### config.mk
export PLATFORM = sky130hd
export DESIGN_NAME = window_watchdog_reset
export DESIGN_NICKNAME = d
export VERILOG_FILES = /design/src/design/wdog_pkg.sv /design/src/design/trigger_detect.sv /design/src/design/window_watchdog_reset.sv
export SDC_FILE = /design/constraint.sdc
export NUM_CORES = 1
export LEC_CHECK = 0
export ABC_AREA = 1
export BUFFER_PORTS_ARGS = -buffer_cell sky130_fd_sc_hd__buf_2
export CAP_MARGIN = 40
export CORE_UTILIZATION = 60
export CTS_CLUSTER_SIZE = 16
export DETAILED_ROUTE_END_ITERATION = 6
export PLACE_DENSITY = 0.77
export SYNTH_ARGS = -nofsm -noshare
export SYNTH_HDL_FRONTEND = slang
export SYNTH_SLANG_ARGS = --single-unit
### constraint.sdc
create_clock -name clock -period 2.7 [get_ports clock]
set_input_delay 0.135 -clock clock [delete_from_list [all_inputs] [get_ports clock]]
set_output_delay 0.135 -clock clock [all_outputs]
set_load 0.02 [all_outputs]
### src/design/wdog_pkg.sv
// package: timing constants and state encodings for the window watchdog
package wdog_pkg;
   // ==========================================================
   // clock and fast-mode times
   localparam int unsigned CLK_HZ          = 25_000_000;
   localparam int unsigned RESET_DELAY_MS  = 16;
   localparam int unsigned IGNORE_MS       = 32;
   localparam int unsigned CLOSED_MS       = 32;
   localparam int unsigned OPEN_MS         = 32;
   localparam int unsigned LONG_OPEN_MULT  = 4;
   localparam int unsigned LONG_OPEN_MS    = LONG_OPEN_MULT * OPEN_MS;
   localparam int unsigned MIN_PULSE_NS    = 1000;
   // ==========================================================
   // derived cycle counts (least time rounds up)
   localparam int unsigned CYC_PER_MS      = CLK_HZ / 1000;
   localparam int unsigned RESET_DELAY_CYC = RESET_DELAY_MS * CYC_PER_MS;
   localparam int unsigned IGNORE_CYC      = IGNORE_MS * CYC_PER_MS;
   localparam int unsigned CLOSED_CYC      = CLOSED_MS * CYC_PER_MS;
   localparam int unsigned OPEN_CYC        = OPEN_MS * CYC_PER_MS;
   localparam int unsigned LONG_OPEN_CYC   = LONG_OPEN_MS * CYC_PER_MS;
   localparam int unsigned MIN_PULSE_CYC   =
      (MIN_PULSE_NS * (CLK_HZ / 1_000_000) + 999) / 1000;
   localparam int unsigned CNT_W           = 24;
   localparam int unsigned PULSE_W         = 8;
   localparam logic [1:0]  SYNC_RESET      = 2'h0;
   localparam logic [2:0]  PIN_RESET       = 3'h7;
   // ==========================================================
   // mode pin encodings {mode_select_2, mode_select_1}
   localparam logic [1:0]  MODE_FAST       = 2'h0;
   localparam logic [1:0]  MODE_SLOW       = 2'h1;
   localparam logic [1:0]  MODE_OFF        = 2'h2;
   // ==========================================================
   typedef enum logic [4:0]
   {
      ST_DELAY  = 5'h01,
      ST_IGNORE = 5'h02,
      ST_LONG   = 5'h04,
      ST_CLOSED = 5'h08,
      ST_OPEN   = 5'h10
   } wd_state_e;
endpackage

### src/design/trigger_detect.sv
// module: pin synchroniser and qualified falling-edge trigger detector
`timescale 1ns/1ns
module trigger_detect
   import wdog_pkg::*;
#(
   parameter int unsigned MIN_CYC = MIN_PULSE_CYC
)
(
   input  wire logic clock,
   input  wire logic rst_n,
   input  wire logic pin,
   output logic      trigger
);
   // ==========================================================
   // three-stage synchroniser; stage 0 only feeds stage 1
   logic [2:0]         sync_reg;
   logic               level_reg;
   logic [PULSE_W-1:0] low_cnt_reg;
   logic               armed_reg;
   logic               trigger_reg;

   wire agree    = (sync_reg[1] == sync_reg[2]);
   wire level    = agree ? sync_reg[2] : level_reg;
   wire fall     = level_reg & ~level;
   wire long_low = (low_cnt_reg >= PULSE_W'(MIN_CYC - 1));
   // one strobe per qualified pulse, however long the pin stays low
   wire fire     = armed_reg & ~level & long_low;

   // stored level, low-time counter, armed on falling edge
   always_ff @(posedge clock or negedge rst_n)
   begin
      if (!rst_n)
      begin
         sync_reg    <= PIN_RESET;
         level_reg   <= 1'b1;
         low_cnt_reg <= '0;
         armed_reg   <= 1'b0;
         trigger_reg <= 1'b0;
      end
      else
      begin
         sync_reg    <= {sync_reg[1:0], pin};
         level_reg   <= level;
         trigger_reg <= fire;
         if (fall)
         begin
            armed_reg   <= 1'b1;
            low_cnt_reg <= '0;
         end
         else if (!level && !long_low)
            low_cnt_reg <= low_cnt_reg + 1'b1;
         if (level || fire)
            armed_reg <= 1'b0; // short glitches drop; a second strobe would fault
      end
   end

   assign trigger = trigger_reg;
endmodule

### src/design/window_watchdog_reset.sv
// module: window watchdog driving an active-low processor reset
// Contract
// - mode pins choose fast, slow or watchdog off
// - both mode pins low gives fast timing
// - after power-on hold reset low for the 16 ms delay
// - reset release starts a 32 ms ignore window
// - trigger input is disregarded during the ignore window
// - ignore end starts long open window of 128 ms
// - valid trigger in long open window starts 32 ms closed window
// - falling edge on trigger input is the trigger
// - trigger valid only if long enough and before open window ends
// - closed window end starts a 32 ms open window
// - valid trigger ends the standard open window at once
// - open window expiring without trigger asserts reset
// - trigger during closed window asserts reset
// - undervoltage indication forces reset low
`timescale 1ns/1ns
module window_watchdog_reset
   import wdog_pkg::*;
#(
   parameter int unsigned RESET_DELAY = RESET_DELAY_CYC,
   parameter int unsigned IGNORE      = IGNORE_CYC,
   parameter int unsigned CLOSED      = CLOSED_CYC,
   parameter int unsigned OPEN        = OPEN_CYC,
   parameter int unsigned LONG_OPEN   = LONG_OPEN_CYC,
   parameter int unsigned MIN_PULSE   = MIN_PULSE_CYC
)
(
   input  wire logic clock,
   input  wire logic rstn,
   input  wire logic watchdog_trigger_in,
   input  wire logic mode_select_1,
   input  wire logic mode_select_2,
   input  wire logic undervoltage,
   output logic      reset_out_n
);
   // ==========================================================
   // reset release synchroniser
   logic [1:0] rst_sync_reg;
   wire        rst_n = rst_sync_reg[1];

   always_ff @(posedge clock or negedge rstn)
   begin
      if (!rstn)
         rst_sync_reg <= SYNC_RESET;
      else
         rst_sync_reg <= {rst_sync_reg[0], 1'b1};
   end

   // ==========================================================
   // mode pins pass three flops, a change counts once two agree
   logic [2:0] ms1_reg;
   logic [2:0] ms2_reg;
   logic [1:0] mode_reg;

   always_ff @(posedge clock or negedge rst_n)
   begin
      if (!rst_n)
      begin
         ms1_reg  <= 3'h0;
         ms2_reg  <= 3'h0;
         mode_reg <= MODE_FAST;
      end
      else
      begin
         ms1_reg <= {ms1_reg[1:0], mode_select_1};
         ms2_reg <= {ms2_reg[1:0], mode_select_2};
         if (ms1_reg[1] == ms1_reg[2] && ms2_reg[1] == ms2_reg[2])
            mode_reg <= {ms2_reg[2], ms1_reg[2]};
      end
   end

   // undervoltage is asynchronous too: same three-flop treatment
   logic [2:0] uv_reg;
   logic       uv_level_reg;

   always_ff @(posedge clock or negedge rst_n)
   begin
      if (!rst_n)
      begin
         uv_reg       <= 3'h0;
         uv_level_reg <= 1'b0;
      end
      else
      begin
         uv_reg <= {uv_reg[1:0], undervoltage};
         if (uv_reg[1] == uv_reg[2])
            uv_level_reg <= uv_reg[2];
      end
   end

   // ==========================================================
   // trigger qualification
   logic trigger;

   trigger_detect #(
      .MIN_CYC (MIN_PULSE)
   ) trigger_detect_i (
      .clock   (clock),
      .rst_n   (rst_n),
      .pin     (watchdog_trigger_in),
      .trigger (trigger)
   );

   // ==========================================================
   // window sequencer
   wd_state_e          state_reg;
   wd_state_e          state_next;
   logic [CNT_W-1:0]   cnt_reg;
   logic [CNT_W-1:0]   cnt_next;
   logic               rst_out_reg;

   // slow mode doubles every length by shifting the terminal count
   wire       slow    = (mode_reg == MODE_SLOW);
   wire       wd_off  = (mode_reg == MODE_OFF);
   wire [4:0] sh      = slow ? 5'h1 : 5'h0;
   wire [CNT_W-1:0] t_delay  = CNT_W'(RESET_DELAY - 1) << sh | CNT_W'(slow);
   wire [CNT_W-1:0] t_ignore = CNT_W'(IGNORE - 1) << sh | CNT_W'(slow);
   wire [CNT_W-1:0] t_closed = CNT_W'(CLOSED - 1) << sh | CNT_W'(slow);
   wire [CNT_W-1:0] t_open   = CNT_W'(OPEN - 1) << sh | CNT_W'(slow);
   wire [CNT_W-1:0] t_long   = CNT_W'(LONG_OPEN - 1) << sh | CNT_W'(slow);

   wire done_delay  = (cnt_reg >= t_delay);
   wire done_ignore = (cnt_reg >= t_ignore);
   wire done_closed = (cnt_reg >= t_closed);
   wire done_open   = (cnt_reg >= t_open);
   wire done_long   = (cnt_reg >= t_long);

   // next state; fault returns to the reset delay
   always_comb
   begin
      state_next = state_reg;
      cnt_next   = cnt_reg + 1'b1;
      case (state_reg)
         ST_DELAY:
            if (done_delay)
            begin
               state_next = ST_IGNORE;
               cnt_next   = '0;
            end
         ST_IGNORE:
            if (wd_off)
               cnt_next = '0; // off: stay released until undervoltage
            else if (done_ignore) // trigger ignored here
            begin
               state_next = ST_LONG;
               cnt_next   = '0;
            end
         ST_LONG:
            if (trigger)
            begin
               state_next = ST_CLOSED;
               cnt_next   = '0;
            end
            else if (done_long)
            begin
               state_next = ST_DELAY;
               cnt_next   = '0;
            end
         ST_CLOSED:
            if (trigger)
            begin
               state_next = ST_DELAY;
               cnt_next   = '0;
            end
            else if (done_closed)
            begin
               state_next = ST_OPEN;
               cnt_next   = '0;
            end
         ST_OPEN:
            if (trigger)
            begin
               state_next = ST_CLOSED;
               cnt_next   = '0;
            end
            else if (done_open)
            begin
               state_next = ST_DELAY;
               cnt_next   = '0;
            end
         default:
         begin
            state_next = ST_DELAY;
            cnt_next   = '0;
         end
      endcase
      // off mode never faults once past the delay
      if (wd_off && state_reg != ST_DELAY)
      begin
         state_next = ST_IGNORE;
         cnt_next   = '0;
      end
      // undervoltage restarts from the delay
      if (uv_level_reg)
      begin
         state_next = ST_DELAY;
         cnt_next   = '0;
      end
   end

   always_ff @(posedge clock or negedge rst_n)
   begin
      if (!rst_n)
      begin
         state_reg   <= ST_DELAY;
         cnt_reg     <= '0;
         rst_out_reg <= 1'b0;
      end
      else
      begin
         state_reg   <= state_next;
         cnt_reg     <= cnt_next;
         rst_out_reg <= (state_next != ST_DELAY);
      end
   end

   // registered, low through power-on delay
   assign reset_out_n = rst_out_reg;
endmodule

==> results.json <==
{
  "cp-end-kind": "register",
  "finalHoldViolCount": 0,
  "place_ws_ns": 0.211,
  "design_area_um2": 3680,
  "synth_cells": 409,
  "clkLatencyLatePin_ns": 0.34,
  "ioPinCount": 7,
  "dpl_cell_area_um2": 3440,
  "avgViaCountPerCell": 5.14,
  "synth_edf_count": 0,
  "synth_area_leaders": "dfrtp_1 (40%), nand2_1 (8.5%), nor2_1 (6.7%)",
  "firstDrtPassIters": 4,
  "drt_wl_total_mm": 6.40,
  "synthFlopType": "dfrtp_1",
  "grt-ovfl-total": 0,
  "fin_ws_ns": 0.296,
  "crit_type": "register to register",
  "clk_pin_slew_ns": 0.07,
  "mappedNetlistArea_um2": 3360,
  "grtUsageTotal_pct": 25.0,
  "swShare_pct": 27.0,
  "place_congestion": 0.915,
  "initial_utilization_pct": 64.1,
  "p_int_mw": 1.40,
  "die_h_um": 76.8,
  "fin_skew_ns": 0.00970,
  "drtAntennaViolNets": 0,
  "critPathLaunchType": "register",
  "crit_fanout": 24,
  "rsz0062_at_grt": "false",
  "peakVddDrop_mv": 0.392,
  "cts_tree": "yes",
  "die-area_um2": 5900,
  "h-tree-depth": 3,
  "leakagePower_nw": 1.79,
  "slew_violations": 0,
  "grt_max_degree": 25,
  "regArea_um2": 1460,
  "ys_seq_area_share_pct": 43.4,
  "yosysMostFrequentCell": "nand2_1",
  "fill_cells": 399,
  "cts_max_path_buffers": 2,
  "ys_async_sr_fraction_pct": 100,
  "synth_top_area_share_pct": 39.5,
  "syn_to_final_growth_pct": 9.77,
  "grt_pass1_vias": 2498,
  "p_per_area_nw_per_um2": 521,
  "largest_reg_flops": 24,
  "syn-num-nets": 428,
  "r2r-start": "mode_reg[1]$_DFFE_PN0P_",
  "synthTopCellsByCount": "nand2_1 (76), nor2_1 (60), inv_1 (58), dfrtp_1 (53), nor2_2 (25)",
  "yosys_warnings": 0,
  "report.power.total_mw": 1.92,
  "status": "finished clean",
  "cts_buffers": 9,
  "vias": 2596,
  "crit_start": "mode_reg[1]$_DFFE_PN0P_",
  "p_switching_uw": 518,
  "power_frac_comb_pct": 11.2,
  "coreArea_um2": 5240,
  "io_buffers": 6,
  "p_clk_share_pct": 39.5,
  "drc": 0,
  "period_needed_ns": 2.40,
  "final_layout_size_suffix_gt1_share_pct": 18.6,
  "r2r-end": "cnt_reg[23]$_DFF_PN0_",
  "synth_top_cell_by_area": "dfrtp_1",
  "setup-tns-final_ns": 0,
  "min_path_type": "input port to async pin",
  "regToRegSetupSlack_ns": 0.30,
  "cts_root_buf": "clkbuf_8",
  "ys_ff_latch": 58,
  "cp-endpoint": "cnt_reg[23]$_DFF_PN0_",
  "cp_data_required_time_ns": 2.91,
  "clkSinkCount": 58,
  "seq_power_share_pct": 49.3,
  "avgSynthCellArea_um2": 8.20,
  "place_hpwl_mm": 4.71,
  "antenna_found_initial": 0,
  "clock.fmax_ghz": 0.416,
  "grt_pass1_wl_mm": 11.4,
  "setup_viol": 0,
  "wl_per_cell_um": 12.7,
  "dieWidth_um": 76.8,
  "critPathArrivalTime_ns": 2.62,
  "period_share_pct": 89.0,
  "antenna_cells": 0,
  "synthDistinctLibCells": 36,
  "drt_first_iter_violations": 153,
  "final_nets": 449,
  "cts_setup_buffers": 0,
  "rows": 26,
  "reg2reg_depth": 16,
  "multi_input_area_um2": 1620,
  "cap_violations": 0
}
## worst min-delay path by stage
| stage | endpoint | slack [ns] | depth (start not counted) |
|---|---|---|---|
| finish | rst_sync_reg[1]$_DFF_PN0_ | 0.11 | 2 |
| global route | rst_sync_reg[0]$_DFF_PN0_ | 0.10 | 2 |
| CTS | rst_sync_reg[1]$_DFF_PN0_ | 0.09 | 2 |
| detailed placement | rst_sync_reg[0]$_DFF_PN0_ | -0.08 | 1 |
| global placement | rst_sync_reg[0]$_DFF_PN0_ | -0.08 | 1 |
| floorplan | rst_sync_reg[0]$_DFF_PN0_ | -0.16 | 0 |
## metal layers
metal | vias to the layer above | GRT usage [%] | wire length [um]
met5 | - | 0 | 0
met4 | 0 | 11.0 | 129
met3 | 14 | 4.76 | 256
met2 | 47 | 37.9 | 2940
met1 | 1211 | 34.9 | 3070
li1 | 1324 | - | -
## layout by cell type, fill, tap and decap left out, drive strengths merged
cell,n
a21o,1
a21oi,8
and2,2
buf,8
bufinv,1
clkbuf,10
clkinv,5
conb,1
dfrtp,53
dfstp,5
dlygate4sd3,5
ha,13
inv,62
maj3,2
mux2,1
nand2,84
nand3,27
nand4,10
nor2,87
nor3,10
nor3b,3
o21ai,13
o21bai,2
o22ai,2
o32ai,1
or2,1
xnor2,4
xor2,14
## critical path: stages, from the launching register on
cell     delay [ns]
dfrtp_1        0.37
inv_2          0.09
nand2_4        0.15
ha_1           0.32
inv_1          0.04
nor2_1         0.13
nand2_1        0.11
nor2_1         0.21
nand3_1        0.10
nand2_1        0.06
nor2_1         0.06
nand2_1        0.07
nand2_2        0.06
nor2_2         0.11
nand2_2        0.10
nand2_8        0.20
nor2_1         0.08
## area by class of cell
type,instances,area share [%]
timing repair buffer,13,2.58
sequential,58,39.6
clock inverter,6,1.60
clock buffer,10,3.46
inverter,62,6.32
tap,70,2.38
multi-input combinational,286,44.1
## logic make-up (layout without fill, tap and decap cells)
family / count (synthesis) / count (layout) / synth area share [%]
XOR/XNOR: 18 / 18 / 4.70
adder cells (fa/ha/maj): 15 / 15 / 5.44
multiplexers: 1 / 1 / 0.336
AND/OR/NAND/NOR: 224 / 224 / 32.6
flip-flops: 58 / 58 / 43.4
buffers and inverters: 65 / 91 / 8.46
AO/OA/AOI/OAI: 27 / 27 / 4.88
other: 1 / 1 / 0.112
## stage by stage
stage	utilization, %	std cells	hold slack (ns)
CTS	70.2	505	0.0938
global route	70.3	505	0.102
floorplan	-	409	-0.161
finish	70.3	505	0.108
detailed placement	65.6	484	-0.0789
global placement	65.6	484	-0.0786
## power groups by stage
stage	clock [mW]	sequential (mW)	combinational, mW
after global routing	0.815	0.952	0.250
final	0.759	0.947	0.215
after floorplan	0	0.961	0.169
after global placement	0	0.960	0.199
after CTS	0.779	0.947	0.215
after detailed placement	0	0.963	0.209
## what timing repair did
item | in CTS | in global routing
resized for setup | 0 | 1
hold endpoints to repair | 6 | 0
setup endpoints to repair | 0 | 3
hold buffers | 5 | 0
(Power assumes the default switching activity.)
